===== config.mk =====
export PLATFORM = sky130hd
export DESIGN_NAME = fsl_failsafe_regs
export DESIGN_NICKNAME = d
export VERILOG_FILES = /design/src/rtl/fsl_pkg.sv /design/src/rtl/fsl_failsafe_regs.sv
export SDC_FILE = /design/constraint.sdc
export NUM_CORES = 1
export LEC_CHECK = 0
export BUFFER_PORTS_ARGS = -buffer_cell sky130_fd_sc_hd__buf_4
export CAP_MARGIN = 10
export CORE_ASPECT_RATIO = 0.6
export CORE_MARGIN = 3
export CORE_UTILIZATION = 35
export CTS_BUF_LIST = sky130_fd_sc_hd__clkbuf_16
export CTS_CLUSTER_DIAMETER = 80
export DETAILED_ROUTE_END_ITERATION = 10
export SYNTH_ARGS = -nofsm -noshare
export SYNTH_HDL_FRONTEND = slang
export SYNTH_SLANG_ARGS = --single-unit

===== constraint.sdc =====
create_clock -name core_clk -period 6.3 [get_ports core_clk]
set_input_delay 0.315 -clock core_clk [delete_from_list [all_inputs] [get_ports core_clk]]
set_output_delay 0.315 -clock core_clk [all_outputs]
set_load 0.01 [all_outputs]

===== src/rtl/fsl_pkg.sv =====
// fail-safe and current-limit register bank: shared constants, types, decoders
// assumes a 100 MHz register clock
package fsl_pkg;
  localparam logic [7:0] FSL_ADDR_FAILSAFE = 8'h20;
  localparam logic [7:0] FSL_ADDR_CFG_A = 8'h21;
  localparam logic [7:0] FSL_ADDR_CFG_B = 8'h22;
  localparam logic [7:0] FSL_RST_FAILSAFE = 8'h00;
  localparam logic [7:0] FSL_RST_CFG = 8'h0a;
  localparam logic [7:0] FSL_FAILSAFE_MASK = 8'h0f;
  localparam int FSL_TIME_HI = 7;
  localparam int FSL_TIME_LO = 4;
  localparam int FSL_LEVEL_HI = 3;
  localparam int FSL_LEVEL_LO = 0;
  localparam int FSL_CLK_MHZ = 100;
  localparam int FSL_WD_TO0_US = 400;
  localparam int FSL_WD_TO1_US = 400000;
  localparam int FSL_WD_TO2_US = 800000;
  localparam int FSL_WD_TO3_US = 1200000;
  localparam int FSL_WD_TO0_CYC = FSL_WD_TO0_US * FSL_CLK_MHZ;
  localparam int FSL_WD_TO1_CYC = FSL_WD_TO1_US * FSL_CLK_MHZ;
  localparam int FSL_WD_TO2_CYC = FSL_WD_TO2_US * FSL_CLK_MHZ;
  localparam int FSL_WD_TO3_CYC = FSL_WD_TO3_US * FSL_CLK_MHZ;
  localparam int FSL_WD_CNT_W = 27;

  typedef struct packed {
    logic [6:0] inrush_ms;
    logic [11:0] limit_ma;
  } fsl_limit_t;

  function automatic logic [6:0] fsl_dur_ms(input logic [3:0] code);
    case (code)
      4'h0: fsl_dur_ms = 7'h00;
      4'h1: fsl_dur_ms = 7'h02;
      4'h2: fsl_dur_ms = 7'h04;
      4'h3: fsl_dur_ms = 7'h06;
      4'h4: fsl_dur_ms = 7'h08;
      4'h5: fsl_dur_ms = 7'h0a;
      4'h6: fsl_dur_ms = 7'h0c;
      4'h7: fsl_dur_ms = 7'h10;
      4'h8: fsl_dur_ms = 7'h14;
      4'h9: fsl_dur_ms = 7'h18;
      4'ha: fsl_dur_ms = 7'h1c;
      4'hb: fsl_dur_ms = 7'h20;
      4'hc: fsl_dur_ms = 7'h28;
      4'hd: fsl_dur_ms = 7'h30;
      4'he: fsl_dur_ms = 7'h38;
      default: fsl_dur_ms = 7'h40;
    endcase
  endfunction

  // regulated limit in milliamps
  function automatic logic [11:0] fsl_lim_ma(input logic [3:0] code);
    case (code)
      4'h0: fsl_lim_ma = 12'h0fa;
      4'h1: fsl_lim_ma = 12'h14a;
      4'h2: fsl_lim_ma = 12'h190;
      4'h3: fsl_lim_ma = 12'h1e0;
      4'h4: fsl_lim_ma = 12'h230;
      4'h5: fsl_lim_ma = 12'h29e;
      4'h6: fsl_lim_ma = 12'h2d0;
      4'h7: fsl_lim_ma = 12'h352;
      4'h8: fsl_lim_ma = 12'h3e8;
      4'h9: fsl_lim_ma = 12'h44c;
      4'ha: fsl_lim_ma = 12'h4e2;
      4'hb: fsl_lim_ma = 12'h5dc;
      4'hc: fsl_lim_ma = 12'h640;
      4'hd: fsl_lim_ma = 12'h6d6;
      4'he: fsl_lim_ma = 12'h76c;
      default: fsl_lim_ma = 12'h898;
    endcase
  endfunction
endpackage


===== src/rtl/fsl_failsafe_regs.sv =====
// fail-safe switch states, current-limit configuration and spi watchdog
// assumes the serial front end decodes frames into one-cycle register strobes
`timescale 1ns/100ps
// Function
// on serial or watchdog error apply fail-safe states
// bits 3..0 map channels 4..1, 1 means on
// fail-safe register resets to all zeros
// pair a bits 7..4 select inrush time
// pair a bits 3..0 select regulated limit
// pair b bits 7..4 select inrush time
// pair b bits 3..0 select regulated limit
// both limit registers reset to 0Ah
// split select gives channels 3/4 own register
// mode bit picks inrush or limit-before-off duration
// enabled watchdog errors if host idle past timeout
// reserved fail-safe bits read zero, ignore writes
module fsl_failsafe_regs #(
  parameter int unsigned WD_CYC_0 = fsl_pkg::FSL_WD_TO0_CYC,
  parameter int unsigned WD_CYC_1 = fsl_pkg::FSL_WD_TO1_CYC,
  parameter int unsigned WD_CYC_2 = fsl_pkg::FSL_WD_TO2_CYC,
  parameter int unsigned WD_CYC_3 = fsl_pkg::FSL_WD_TO3_CYC
) (
  input wire logic core_clk,
  input wire logic sys_rst,
  input wire logic reg_wr_en,
  input wire logic reg_rd_en,
  input wire logic [7:0] reg_addr,
  input wire logic [7:0] reg_wdata,
  output logic [7:0] reg_rdata_q,
  input wire logic [3:0] sw_state,
  input wire logic spi_error,
  input wire logic split_limit_select,
  input wire logic limit_duration_mode,
  input wire logic watchdog_enable_bit,
  input wire logic [1:0] watchdog_timeout_sel,
  output logic [3:0] chan_on_q,
  output fsl_pkg::fsl_limit_t limit_ch12_q,
  output fsl_pkg::fsl_limit_t limit_ch34_q,
  output logic duration_mode_q,
  output logic watchdog_error_q,
  output logic failsafe_active_q
);
  import fsl_pkg::*;

  logic [7:0] failsafe_switch_state_q;
  logic [7:0] cfg_a_q;
  logic [7:0] cfg_b_q;
  logic [FSL_WD_CNT_W-1:0] wd_cnt_q;
  logic [FSL_WD_CNT_W-1:0] wd_limit;
  logic host_access;
  logic fail_now;
  logic [7:0] cfg_b_eff;

  assign host_access = reg_wr_en | reg_rd_en;
  assign fail_now = spi_error | watchdog_error_q;
  assign cfg_b_eff = split_limit_select ? cfg_b_q : cfg_a_q;

  always_ff @(posedge core_clk) begin
    if (sys_rst) begin
      failsafe_switch_state_q <= FSL_RST_FAILSAFE;
      cfg_a_q <= FSL_RST_CFG;
      cfg_b_q <= FSL_RST_CFG;
    end else if (reg_wr_en) begin
      case (reg_addr)
        FSL_ADDR_FAILSAFE: failsafe_switch_state_q <= reg_wdata & FSL_FAILSAFE_MASK;
        FSL_ADDR_CFG_A: cfg_a_q <= reg_wdata;
        FSL_ADDR_CFG_B: cfg_b_q <= reg_wdata;
        default: ;
      endcase
    end
  end

  // only the addressed register may move
  AST_WR_A: assert property (@(posedge core_clk) disable iff (sys_rst)
    reg_wr_en && reg_addr == FSL_ADDR_CFG_A |=> cfg_a_q == $past(reg_wdata))
    else $error("pair a register missed a write");
  AST_WR_B: assert property (@(posedge core_clk) disable iff (sys_rst)
    reg_wr_en && reg_addr == FSL_ADDR_CFG_B |=> cfg_b_q == $past(reg_wdata))
    else $error("pair b register missed a write");
  AST_HOLD: assert property (@(posedge core_clk) disable iff (sys_rst)
    !reg_wr_en |=>
      $stable(cfg_a_q) && $stable(cfg_b_q) && $stable(failsafe_switch_state_q))
    else $error("register changed without a write");

  // unmapped reads return zero so the frame stays defined
  always_ff @(posedge core_clk) begin
    if (sys_rst) begin
      reg_rdata_q <= 8'h00;
    end else if (reg_rd_en) begin
      case (reg_addr)
        FSL_ADDR_FAILSAFE: reg_rdata_q <= failsafe_switch_state_q;
        FSL_ADDR_CFG_A: reg_rdata_q <= cfg_a_q;
        FSL_ADDR_CFG_B: reg_rdata_q <= cfg_b_q;
        default: reg_rdata_q <= 8'h00;
      endcase
    end
  end

  AST_RD_FS: assert property (@(posedge core_clk) disable iff (sys_rst)
    reg_rd_en && reg_addr == FSL_ADDR_FAILSAFE |=>
      reg_rdata_q == $past(failsafe_switch_state_q) && reg_rdata_q[7:4] == 4'h0)
    else $error("fail-safe read back wrong");
  AST_RD_A: assert property (@(posedge core_clk) disable iff (sys_rst)
    reg_rd_en && reg_addr == FSL_ADDR_CFG_A |=> reg_rdata_q == $past(cfg_a_q))
    else $error("pair a read back wrong");
  AST_RD_B: assert property (@(posedge core_clk) disable iff (sys_rst)
    reg_rd_en && reg_addr == FSL_ADDR_CFG_B |=> reg_rdata_q == $past(cfg_b_q))
    else $error("pair b read back wrong");

  always_comb begin
    case (watchdog_timeout_sel)
      2'h0: wd_limit = FSL_WD_CNT_W'(WD_CYC_0 - 1);
      2'h1: wd_limit = FSL_WD_CNT_W'(WD_CYC_1 - 1);
      2'h2: wd_limit = FSL_WD_CNT_W'(WD_CYC_2 - 1);
      default: wd_limit = FSL_WD_CNT_W'(WD_CYC_3 - 1);
    endcase
  end

  // any host access restarts the window and clears a past error
  always_ff @(posedge core_clk) begin
    if (sys_rst || !watchdog_enable_bit || host_access) begin
      wd_cnt_q <= '0;
    end else if (wd_cnt_q < wd_limit) begin
      wd_cnt_q <= wd_cnt_q + 1'b1;
    end
  end

  always_ff @(posedge core_clk) begin
    if (sys_rst || !watchdog_enable_bit) begin
      watchdog_error_q <= 1'b0;
    end else if (!host_access && wd_cnt_q >= wd_limit) begin
      watchdog_error_q <= 1'b1;
    end else if (host_access) begin
      watchdog_error_q <= 1'b0;
    end
  end

  // error must clear on any access or disable
  AST_WD_CLEAR: assert property (@(posedge core_clk) disable iff (sys_rst)
    host_access |=> !watchdog_error_q)
    else $error("watchdog error survived a host access");
  AST_WD_DIS: assert property (@(posedge core_clk) disable iff (sys_rst)
    !watchdog_enable_bit |=> !watchdog_error_q && wd_cnt_q == '0)
    else $error("watchdog active while disabled");
  AST_WD_LIMIT: assert property (@(posedge core_clk) disable iff (sys_rst)
    $rose(watchdog_error_q) |-> $past(wd_cnt_q) >= $past(wd_limit))
    else $error("watchdog error before timeout");

  always_ff @(posedge core_clk) begin
    if (sys_rst) begin
      chan_on_q <= 4'h0;
      failsafe_active_q <= 1'b0;
    end else begin
      chan_on_q <= fail_now ? failsafe_switch_state_q[3:0] : sw_state;
      failsafe_active_q <= fail_now;
    end
  end

  AST_FS_WD: assert property (@(posedge core_clk) disable iff (sys_rst)
    watchdog_error_q |=>
      chan_on_q == $past(failsafe_switch_state_q[3:0]) && failsafe_active_q)
    else $error("fail-safe state not applied on watchdog error");
  AST_FS_OFF: assert property (@(posedge core_clk) disable iff (sys_rst)
    fail_now && failsafe_switch_state_q == FSL_RST_FAILSAFE |=> chan_on_q == 4'h0)
    else $error("unprogrammed fail-safe left a channel on");

  always_ff @(posedge core_clk) begin
    if (sys_rst) begin
      limit_ch12_q <= '{inrush_ms: fsl_dur_ms(FSL_RST_CFG[7:4]), limit_ma: fsl_lim_ma(FSL_RST_CFG[3:0])};
      limit_ch34_q <= '{inrush_ms: fsl_dur_ms(FSL_RST_CFG[7:4]), limit_ma: fsl_lim_ma(FSL_RST_CFG[3:0])};
      duration_mode_q <= 1'b0;
    end else begin
      limit_ch12_q.inrush_ms <= fsl_dur_ms(cfg_a_q[FSL_TIME_HI:FSL_TIME_LO]);
      limit_ch12_q.limit_ma <= fsl_lim_ma(cfg_a_q[FSL_LEVEL_HI:FSL_LEVEL_LO]);
      limit_ch34_q.inrush_ms <= fsl_dur_ms(cfg_b_eff[FSL_TIME_HI:FSL_TIME_LO]);
      limit_ch34_q.limit_ma <= fsl_lim_ma(cfg_b_eff[FSL_LEVEL_HI:FSL_LEVEL_LO]);
      duration_mode_q <= limit_duration_mode;
    end
  end

  // limits must track the live register copy
  AST_TIME_A: assert property (@(posedge core_clk) disable iff (sys_rst)
    1'h1 |=> limit_ch12_q.inrush_ms == fsl_dur_ms($past(cfg_a_q[7:4])))
    else $error("pair a inrush time not decoded");
  AST_LVL_A: assert property (@(posedge core_clk) disable iff (sys_rst)
    1'h1 |=> limit_ch12_q.limit_ma == fsl_lim_ma($past(cfg_a_q[3:0])))
    else $error("pair a limit level not decoded");
  AST_TIME_B: assert property (@(posedge core_clk) disable iff (sys_rst)
    split_limit_select |=> limit_ch34_q.inrush_ms == fsl_dur_ms($past(cfg_b_q[7:4])))
    else $error("pair b inrush time not used while split");
  AST_MODE_FOLLOW: assert property (@(posedge core_clk) disable iff (sys_rst)
    1'h1 |=> duration_mode_q == $past(limit_duration_mode))
    else $error("duration mode copy stale");

  AST_FS_APPLY: assert property (@(posedge core_clk) disable iff (sys_rst)
    spi_error |=> chan_on_q == $past(failsafe_switch_state_q[3:0]) && failsafe_active_q)
    else $error("fail-safe state not applied on serial error");
  AST_NORMAL: assert property (@(posedge core_clk) disable iff (sys_rst)
    !spi_error && !watchdog_error_q |=> chan_on_q == $past(sw_state) && !failsafe_active_q)
    else $error("normal switch state not applied");
  AST_FS_RESET: assert property (@(posedge core_clk)
    sys_rst |=> failsafe_switch_state_q == 8'h00 && chan_on_q == 4'h0)
    else $error("fail-safe register not zero after reset");
  AST_CFG_RESET: assert property (@(posedge core_clk)
    sys_rst |=> cfg_a_q == 8'h0a && cfg_b_q == 8'h0a && limit_ch12_q.limit_ma == 12'h4e2)
    else $error("limit registers not 0Ah after reset");
  AST_RSVD: assert property (@(posedge core_clk) disable iff (sys_rst)
    reg_wr_en && reg_addr == FSL_ADDR_FAILSAFE |=> failsafe_switch_state_q == {4'h0, $past(reg_wdata[3:0])})
    else $error("reserved fail-safe bits not zero");
  AST_PAIR_A: assert property (@(posedge core_clk) disable iff (sys_rst)
    reg_wr_en && reg_addr == FSL_ADDR_CFG_A ##1 !reg_wr_en |=>
      limit_ch12_q.inrush_ms == fsl_dur_ms($past(reg_wdata[7:4], 2)) &&
      limit_ch12_q.limit_ma == fsl_lim_ma($past(reg_wdata[3:0], 2)))
    else $error("pair a limit not taken from written value");
  AST_SHARED: assert property (@(posedge core_clk) disable iff (sys_rst)
    !split_limit_select |=> limit_ch34_q == limit_ch12_q)
    else $error("channels 3/4 differ from pair a while shared");
  AST_SPLIT: assert property (@(posedge core_clk) disable iff (sys_rst)
    split_limit_select |=> limit_ch34_q.limit_ma == fsl_lim_ma($past(cfg_b_q[3:0])))
    else $error("pair b limit not used while split");
  AST_MODE: assert property (@(posedge core_clk) disable iff (sys_rst)
    $changed(limit_duration_mode) |=> duration_mode_q == $past(limit_duration_mode))
    else $error("duration mode not followed");
  AST_WD_OFF: assert property (@(posedge core_clk) disable iff (sys_rst)
    $rose(watchdog_error_q) |-> $past(watchdog_enable_bit) && !$past(host_access))
    else $error("watchdog error without enable or despite access");
endmodule // fsl_failsafe_regs


==> metrics, run 1 <==
status=finished, final reports clean; Yosys warnings=0; CP Capture Type=flip-flop; # H-tree levels=3; share of the synthesized area in the top cell type=0.376; # diodes=0; cells after synthesis=607; core region area=14000 sq um; CP Launch Type=primary input; DRC viols=0; CTS tree=built; slew margin rel.=0.272; R2R Path Start=wd_cnt_q[25]; Synth Area per Inst=8.43 sq um; CTS resizes=0; worst setup path end=wd_cnt_q[6]; Initial DRC Count=351; Peak VDD IR=0.000155 V; Root Driver=clkbuf_16; Die ar.=16200 sq um; number of enable flip-flop cells after synthesis=0; crit path from=watchdog_timeout_sel[0]; Worst-path clk slew=0.07 ns; post-route ant nets=0; final WL=13100 um; fin util=0.439; Final Cell Area=6130 sq um; nets@finish=738; CTS Hold Buffers Added=0; synth top area cells=dfxtp_1 38%, ha_1 11%, a21oi_1 6.4%; initial antenna violation count=0; WHS=0.185 ns; Cell variety after synth=62; max cap viols=0; Die H=99.7 um; R2R Path End=wd_cnt_q[6]; GRT overflow=0; highest clock rate=349 MHz; Power Dens Cells=212 nW/um^2; Critical Path RT=6.55 ns; Pleak=2.42 nW; vias per cell=5.28; setup violators final=0; Worst Tran Pin Value=1.09 ns; Max Buffers Root-to-Sink=2; Synth area leader=dfxtp_1; Row Count=33; kind of critical path=primary input to flip-flop; Worst Path Max Fanout=37; PortBufs=78; FFs w/ async S/R, synth=0; post-layout power=1.30 mW; HPWL after DPL=9730 um; period utilization=0.455; GRT Total Usage=0.162; synthesized area=5120 sq um; I/O pin cnt=83; Starting Density=0.367; DR vias=4541; skew final=0.00644 ns; layout cells sized above 1=0.168; sequential area share after synthesis=0.376; pin count of the biggest net entering global routing=63; TritonCTS buffer count=9; Syn-to-layout area delta=19.7%; #FFs+latches synth=96; R2R cell count=7; Slew Limit Fails=0; Die Wd=162 um; fin crit period=2.87 ns; RSZ-0062 raised after global routing=false; r2r setup slk=3.63 ns; 1st-pass router iterations=4; worst skew pair latency=0.34 ns; postcts setup bufs=0; Post-synth top flop=dfxtp_1; worst hold-check path type=primary input to flip-flop; clock sink total=96; vias in the first global route=4197; Worst EP arrival=3.12 ns; per-cell routed wire length=15.3 um; area post-placement=5790 sq um; sum of negative setup slack=0 ns; final hold violation count=0; global-route wire length before repair=21100 um; global placement routability congestion=0.928
per-stage QoR:
stage	instances	setup WS (ns)
2_1_floorplan	610	3.69
3_3_place_gp	844	3.27
3_5_place_dp	844	3.09
4_1_cts	860	3.45
5_1_grt	860	3.11
6_report	860	3.43
cells in the final DEF (no fill, tap or decap), types with 3 or more instances in the layout:
| cell | n |
|---|---|
| dfxtp_1 | 96 |
| buf_4 | 81 |
| nand2_1 | 73 |
| a21oi_1 | 65 |
| ha_1 | 45 |
| nor2_1 | 37 |
| o21ai_0 | 35 |
| nand3_1 | 34 |
| inv_1 | 21 |
| mux2i_1 | 17 |
| or3_1 | 14 |
| a22o_1 | 12 |
| nor3_1 | 10 |
| or4_1 | 10 |
| clkbuf_16 | 9 |
| o31ai_1 | 7 |
| o21ai_1 | 6 |
| and3_1 | 6 |
| o21a_1 | 5 |
| nor2b_1 | 5 |
| nand4_1 | 5 |
| a211oi_1 | 5 |
| nand3b_1 | 4 |
| a31oi_1 | 4 |
| or2_2 | 4 |
| conb_1 | 4 |
| a21o_1 | 3 |
| o211ai_1 | 3 |
| bufinv_16 | 3 |
logic make-up after synthesis:
group | after synthesis | synth area share
flops | 96 | 0.376
xor+xnor | 3 | 0.00514
compound gates | 161 | 0.198
buf+inv | 59 | 0.0513
mux | 20 | 0.0421
other cells | 1 | 0.000733
fa+ha+maj | 45 | 0.110
simple gates | 222 | 0.217
worst max-delay path, cell delays in order:
cell and delay [ns]:
buf_4 0.13, inv_1 0.17, ha_1 0.22, nor2_1 0.08
ha_1 0.32, nand4_1 0.15, nor4_2 0.40, nand3_2 0.20
o211ai_4 0.72, o21ai_0 0.23, a21oi_1 0.17
power breakdown:
part           internal [mW]  switching, mW
Sequential             0.611        0.00182
Combinational         0.0296         0.0413
Clock                  0.385          0.232
state kept, by name (all words and copies together) (netlist names), 4 cells and up:
| signal | count |
|---|---|
| wd_cnt_q | 27 |
| limit_ch12_q | 17 |
| limit_ch34_q | 17 |
| cfg_a_q | 8 |
| cfg_b_q | 8 |
| reg_rdata_q | 8 |
| chan_on_q | 4 |
| failsafe_switch_state_q | 4 |
per-layer routing:
| metal | share of wire | track usage | up-vias | wire length (um) |
|---|---|---|---|---|
| met5 | 0 | 0 | - | 0 |
| met4 | 0.012 | 0.0426 | 0 | 161 |
| met3 | 0.055 | 0.0404 | 13 | 717 |
| met2 | 0.42 | 0.236 | 119 | 5470 |
| met1 | 0.52 | 0.236 | 2118 | 6770 |
| li1 | - | - | 2291 | - |
cell type report:
cell class,instances,area [sq um]
clock buffers,9,225
multi-input cells,455,2940
repair buffers,81,608
fillers,1403,7830
well taps,192,240
inverters,20,75.1
flip-flops and latches,96,1920
clock inverters,7,111
Yosys cell counts, types with 2 or more instances:
cell type  number
nor2_1         37
a211oi_1        5
dfxtp_1        96
a311o_1         2
a221oi_1        2
nand4_1         5
a311oi_1        2
mux2i_1        17
nor3_1         10
a22o_1         12
nand3_1        34
nor2b_1         5
or2_1           2
nand3b_1        4
o211ai_1        3
buf_2           3
buf_4           4
nand2b_1        2
nand3_2         2
or4_1          10
o31ai_1         7
mux2_2          2
o21ai_0        35
a21oi_1        65
or2_2           4
clkbuf_1       28
and3_1          6
ha_1           45
o21a_1          5
nor3b_1         2
o21ai_1         6
a21o_1          3
buf_6           3
xnor2_1         2
or3_1          14
nand2_1        73
a31oi_1         4
and4_1          2
nor4_1          2
inv_1          20
worst min-delay path by stage:
| stage | end | cells after the start | slack [ns] | start |
|---|---|---|---|---|
| final | duration_mode_q | 2 | 0.19 | limit_duration_mode |
| after global routing | duration_mode_q | 2 | 0.19 | limit_duration_mode |
| after CTS | duration_mode_q | 2 | 0.17 | limit_duration_mode |
| after detailed placement | cfg_b_q[5] | 2 | 0.47 | cfg_b_q[5] |
| after global placement | cfg_b_q[0] | 2 | 0.47 | cfg_b_q[0] |
| after floorplan | wd_cnt_q[26] | 2 | 0.44 | wd_cnt_q[26] |
No activity file was read; power rests on OpenSTA's default activity.
==> inputs of run 2 (changes only) <==
==> constraint.sdc (replaced) <==
create_clock -name core_clk -period 2.9 [get_ports core_clk]
set_input_delay 0.145 -clock core_clk [delete_from_list [all_inputs] [get_ports core_clk]]
set_output_delay 0.145 -clock core_clk [all_outputs]
set_load 0.01 [all_outputs]
==> run 2 against run 1 <==
Compared with the run above:
- combinational power is 130% higher
- highest routed layer unchanged
- hold slack got worse by 0.18 ns
- register-to-register slack worse by 3.4 ns
- count of clock-buffer cells in the layout unchanged
==> metrics, run 2 (synthesized netlist as in run 1, its figures left out) <==
WP depth=11 (unchanged); Final Cell Area=6140 sq um (was 6130 sq um); Worst-path clk slew=0.06 ns (was 0.07 ns); R2R cell count=7 (unchanged); commonest non-fill, non-tap cell in the layout=dfxtp_1 (unchanged); CP Capture Type=flip-flop (unchanged); Starting Density=0.367 (unchanged); Initial DRC Count=226 (was 351); initial antenna violation count=0 (unchanged); HPWL after DPL=9850 um (was 9730 um); CP Launch Type=primary input (unchanged); # diodes=0 (unchanged); vias in the first global route=4365 (was 4197); TritonCTS buffer count=9 (unchanged); nets@finish=747 (was 738); period utilization=0.938; kind of critical path=primary input to flip-flop (unchanged); final WL=13300 um (was 13100 um); R2R Path Start=wd_cnt_q[16] (was wd_cnt_q[25]); max reg flops=27 (unchanged); r2r setup slk=0.20 ns (was 3.63 ns); final std cells w/o fill=869 (was 860); WHS=0.00925 ns (was 0.185 ns); Worst Path Max Fanout=18 (was 37); worst skew pair latency=0.34 ns (about the same); GRT overflow=0 (unchanged); placed cells=852 (was 844); Crit-path slowest cell=or4_1 (was o211ai_4); pin count of the biggest net entering global routing=61 (was 63); Max Buffers Root-to-Sink=2 (unchanged); crit-path max cell delay=0.61 ns (was 0.72 ns); clock sink total=96 (unchanged); Die ar.=16200 sq um (unchanged); global placement routability congestion=0.908 (was 0.928); slew margin rel.=0.303 (was 0.272); top cell family by delay on the critical path=compound AO/OA/AOI/OAI gates (unchanged); DR vias=4584 (was 4541); Die Wd=162 um (unchanged); setup violators final=0 (unchanged); Worst EP arrival=3.00 ns (was 3.12 ns); 1st-pass router iterations=5 (was 4); Fill cells=1416 (was 1403); Pleak=2.44 nW (was 2.42 nW); DRC viols=0 (unchanged); core region area=14000 sq um (unchanged); Die H=99.7 um (unchanged); per-cell routed wire length=15.3 um (about the same); I/O pin cnt=83 (unchanged); post-route ant nets=0 (unchanged); vias per cell=5.28 (about the same); Row Count=33 (unchanged); Reg with most FFs=wd_cnt_q (unchanged); most frequent cells in the layout=96 x dfxtp_1, 89 x buf_4, 73 x nand2_1 (was 96 x dfxtp_1, 81 x buf_4, 73 x nand2_1); PortBufs=78 (unchanged); skew final=0.00827 ns (was 0.00644 ns); Power Dens Cells=429 nW/um^2 (was 212 nW/um^2); max cap viols=0 (unchanged); worst hold-check path type=primary input to flip-flop (unchanged); Root Driver=clkbuf_16 (unchanged); Worst Tran Pin Value=1.04 ns (was 1.09 ns); Slew Limit Fails=0 (unchanged); final hold violation count=0 (unchanged); status=finished, final reports clean (unchanged); # H-tree levels=3 (unchanged); fin crit period=2.72 ns; Syn-to-layout area delta=20.0% (was 19.7%); Critical Path RT=3.18 ns (was 6.55 ns); R2R Path End=wd_cnt_q[8] (was wd_cnt_q[6]); top flop regs=wd_cnt_q: 27 flops, limit_ch12_q: 17 flops, limit_ch34_q: 17 flops (unchanged); crit path from=watchdog_timeout_sel[0] (unchanged); worst setup path end=wd_cnt_q[8] (was wd_cnt_q[6]); highest clock rate=368 MHz; CTS tree=built (unchanged); crit path cell chain=buf_4 > inv_1 > ha_1 > nor2_1 > ha_1 > a21oi_1 > o21ai_0 > a211oi_4 > o211ai_2 > or4_1 > a21oi_1 (was buf_4 > inv_1 > ha_1 > nor2_1 > ha_1 > nand4_1 > nor4_2 > nand3_2 > o211ai_4 > o21ai_0 > a21oi_1); GRT Total Usage=0.168 (was 0.162); global-route wire length before repair=22100 um (was 21100 um); worst path buffer plus inverter count=2 (unchanged); area post-placement=5850 sq um (was 5790 sq um); layout cells sized above 1=0.176 (was 0.168); Peak VDD IR=0.000270 V (was 0.000155 V)
[run 2: cell types whose count changed in the layout (fill, tap and decap cells not counted)]
cell	before	now
clkinv_4	1	0
clkinv_2	1	2
clkinv_1	1	2
inv_1	21	22
o211ai_2	0	1
buf_4	81	89
bufinv_16	3	1
[run 2: worst min-delay path by stage]
stage	depth (start not counted)	end	startpoint	slack, ns
floorplan	1	duration_mode_q	limit_duration_mode	0.27
finish	2	duration_mode_q	limit_duration_mode	0.009
global placement	2	duration_mode_q	limit_duration_mode	0.36
CTS	2	duration_mode_q	limit_duration_mode	0.001
global route	2	duration_mode_q	limit_duration_mode	0.03
detailed placement	2	duration_mode_q	limit_duration_mode	0.37
[run 2: area by class of cell]
class / instances / area (sq um) / area share
Clock buffer: 9 / 225 / 0.0367
Clock inverter: 7 / 55.1 / 0.00896
Inverter: 20 / 75.1 / 0.0122
Multi-Input combinational cell: 456 / 2960 / 0.481
Sequential cell: 96 / 1920 / 0.313
Tap cell: 192 / 240 / 0.0391
Timing Repair Buffer: 89 / 668 / 0.109
[run 2: what timing repair did]
item                                    in CTS  in global routing
buffers inserted                             0                  0
gates resized for setup                      0                  0
hold buffers                                 0                  0
endpoints found under the setup margin       0                 19
[run 2: power by group]
| part | switching (mW) | total [mW] | internal, mW | leakage (nW) |
|---|---|---|---|---|
| Combinational | 0.0917 | 0.160 | 0.0679 | 1.52 |
| Clock | 0.492 | 1.15 | 0.654 | 0.147 |
| Sequential | 0.00359 | 1.33 | 1.33 | 0.776 |
[run 2: stage by stage]
stage / power, mW / TNS (ns) / setup slack [ns] / util
after global placement: 1.52 / 0 / 0.0830 / 0.419
after CTS: 2.66 / 0 / 0.243 / 0.439
after floorplan: 1.45 / 0 / 0.462 / -
after global routing: 2.75 / -0.00109 / -0.00109 / 0.440
after detailed placement: 1.52 / -1.18 / -0.104 / 0.419
final: 2.64 / 0 / 0.180 / 0.440
[run 2: layer usage]
metal | up-vias | track usage | wire, um
met5 | - | 0 | 0
met4 | 0 | 0.0374 | 110
met3 | 10 | 0.0441 | 742
met2 | 104 | 0.245 | 5560
met1 | 2174 | 0.247 | 6890
li1 | 2296 | - | -
==> inputs of run 3 (changes only) <==
--- a/config.mk
+++ b/config.mk
@@ -7,7 +7,6 @@
 export LEC_CHECK = 0
 export BUFFER_PORTS_ARGS = -buffer_cell sky130_fd_sc_hd__buf_4
 export CAP_MARGIN = 10
-export CORE_ASPECT_RATIO = 0.6
 export CORE_MARGIN = 3
 export CORE_UTILIZATION = 35
 export CTS_BUF_LIST = sky130_fd_sc_hd__clkbuf_16
==> run 3 against run 2 <==
Compared with the run above:
- sequential power barely moved
- hold slack improved by 0.040 ns
- first-iteration DRC count rose by 57%
- highest routed layer unchanged
- non-clock buffer count rose by 2
- via count fell by 0.72%
- sequential share of layout area barely moved
- global-route usage fell by 1.0 points
- sequential cell count did not move
- power rose by 0.74%
- combinational power barely moved
==> metrics, run 3 (synthesized netlist as in run 1, its figures left out) <==
post-route ant nets=0 (unchanged); skew final=0.0128 ns (was 0.00827 ns); Slew Limit Fails=0 (unchanged); GRT overflow=0 (unchanged); Starting Density=0.363 (was 0.367); Reg with most FFs=wd_cnt_q (unchanged); WHS=0.0490 ns (was 0.00925 ns); sum of negative setup slack=0 ns (unchanged); pin count of the biggest net entering global routing=63 (was 61); Worst Hold End=chan_on_q[3] (was duration_mode_q); final hold violation count=0 (unchanged); I/O pin cnt=83 (unchanged); R2R Path End=wd_cnt_q[10] (was wd_cnt_q[8]); kind of critical path=primary input to flip-flop (unchanged); global-route wire length before repair=21100 um (was 22100 um); worst hold path startpoint=sw_state[3] (was limit_duration_mode); CTS resizes=0 (unchanged); GRT Total Usage=0.158 (was 0.168); Die Wd=127 um (was 162 um); fin crit period=2.60 ns (was 2.72 ns); commonest non-fill, non-tap cell in the layout=dfxtp_1 (unchanged); global placement routability congestion=0.841 (was 0.908); vias per cell=5.30 (was 5.28); # diodes=0 (unchanged); Die ar.=16100 sq um (was 16200 sq um); Cells on Worst Hold Path=3 (was 2); Initial DRC Count=354 (was 226); R2R cell count=7 (unchanged); Root Driver=clkbuf_16 (unchanged); DR vias=4551 (was 4584); R2R Path Start=wd_cnt_q[18] (was wd_cnt_q[16]); max cap viols=0 (unchanged); Worst Tran Pin Value=0.796 ns (was 1.04 ns); clock sink total=96 (unchanged); HPWL after DPL=9040 um (was 9850 um); Row Count=43 (was 33); period utilization=0.896 (was 0.938); Worst Path Max Fanout=37 (was 18); worst skew pair latency=0.35 ns (was 0.34 ns); Power Dens Cells=432 nW/um^2 (was 429 nW/um^2); TritonCTS buffer count=9 (unchanged); CP Capture Type=flip-flop (unchanged); nets@finish=748 (was 747); postcts setup bufs=0 (unchanged); Die H=127 um (was 99.7 um); PortBufs=78 (unchanged); # H-tree levels=3 (unchanged); placed cells=841 (was 852); fin util=0.436 (was 0.440); r2r setup slk=0.33 ns (was 0.20 ns); CP Launch Type=primary input (unchanged); worst hold-check path type=primary input to flip-flop (unchanged); 1st-pass router iterations=5 (unchanged); final std cells w/o fill=858 (was 869); top flop regs=wd_cnt_q: 27 flops, limit_ch12_q: 17 flops, limit_ch34_q: 17 flops (unchanged); setup violators final=0 (unchanged); per-cell routed wire length=14.6 um (was 15.3 um); initial antenna violation count=0 (unchanged); most frequent cells in the layout=96 x dfxtp_1, 90 x buf_4, 73 x nand2_1 (was 96 x dfxtp_1, 89 x buf_4, 73 x nand2_1); Worst EP arrival=2.87 ns (was 3.00 ns); Critical Path RT=3.17 ns (was 3.18 ns); status=finished, final reports clean (unchanged); Pleak=2.44 nW (about the same); Worst-path clk slew=0.06 ns (about the same); Max Buffers Root-to-Sink=2 (unchanged); Peak VDD IR=0.000309 V (was 0.000270 V); max reg flops=27 (unchanged); Syn-to-layout area delta=20.0% (about the same); final WL=12500 um (was 13300 um); highest clock rate=385 MHz (was 368 MHz); layout cells sized above 1=0.178 (was 0.176); RSZ-0062 raised after global routing=false; vias in the first global route=4303 (was 4365); DRC viols=0 (unchanged); CTS tree=built (unchanged); slew margin rel.=0.454 (was 0.303); core region area=14100 sq um (was 14000 sq um)
-- run 3: through the flow --
step           setup slack [ns]  power [mW]  area (sq um)
4_1_cts                   0.301        2.70          6140
3_5_place_dp            -0.0286        1.52          5840
2_1_floorplan             0.462        1.45          5130
3_3_place_gp              0.120        1.51          5840
5_1_grt                  0.0274        2.77          6140
6_report                  0.303        2.66          6140
-- run 3: what timing repair did --
action	4_1_cts	5_1_grt
hold buffers	1	0
setup endpoints to repair	0	0
hold endpoints to repair	1	0
-- run 3: cell type report --
cell class	instances	area, sq um
inverter	20	75.1
sequential	96	1920
clock buffer	9	225
clock inverter	7	63.8
timing repair buffer	91	686
fill	1389	7960
multi-input combinational	455	2940
tap	180	225
-- run 3: worst max-delay path: stages --
cell and delay [ns]:
buf_4 0.11, inv_1 0.11, ha_1 0.26, nor2_1 0.17, ha_1 0.28, a21oi_1 0.15
o21ai_0 0.16, a211oi_4 0.40, o211ai_4 0.34, or4_1 0.59, a21oi_1 0.15
-- run 3: where the power goes --
group	leakage, nW	internal, mW	switching (mW)
registers	0.776	1.33	0.00378
clock network	0.144	0.661	0.507
logic	1.52	0.0675	0.0895
total	2.44	2.05	0.600
-- run 3: how the worst max path moves through the flow --
stage	startpoint	endpoint	slack [ns]
finish	watchdog_timeout_sel[0]	wd_cnt_q[10]	0.30
global route	watchdog_timeout_sel[0]	wd_cnt_q[3]	0.03
CTS	watchdog_timeout_sel[0]	wd_cnt_q[24]	0.30
detailed placement	watchdog_timeout_sel[0]	wd_cnt_q[24]	-0.03
global placement	watchdog_timeout_sel[0]	wd_cnt_q[10]	0.12
floorplan	watchdog_timeout_sel[0]	wd_cnt_q[23]	0.46
-- run 3: per-layer routing --
metal  global-route usage  share of wire  vias to the layer above
met5                    0              0                        -
met4               0.0360         0.0095                        0
met3               0.0497          0.060                        9
met2                0.248           0.46                      104
met1                0.212           0.47                     2141
li1                     -              -                     2297
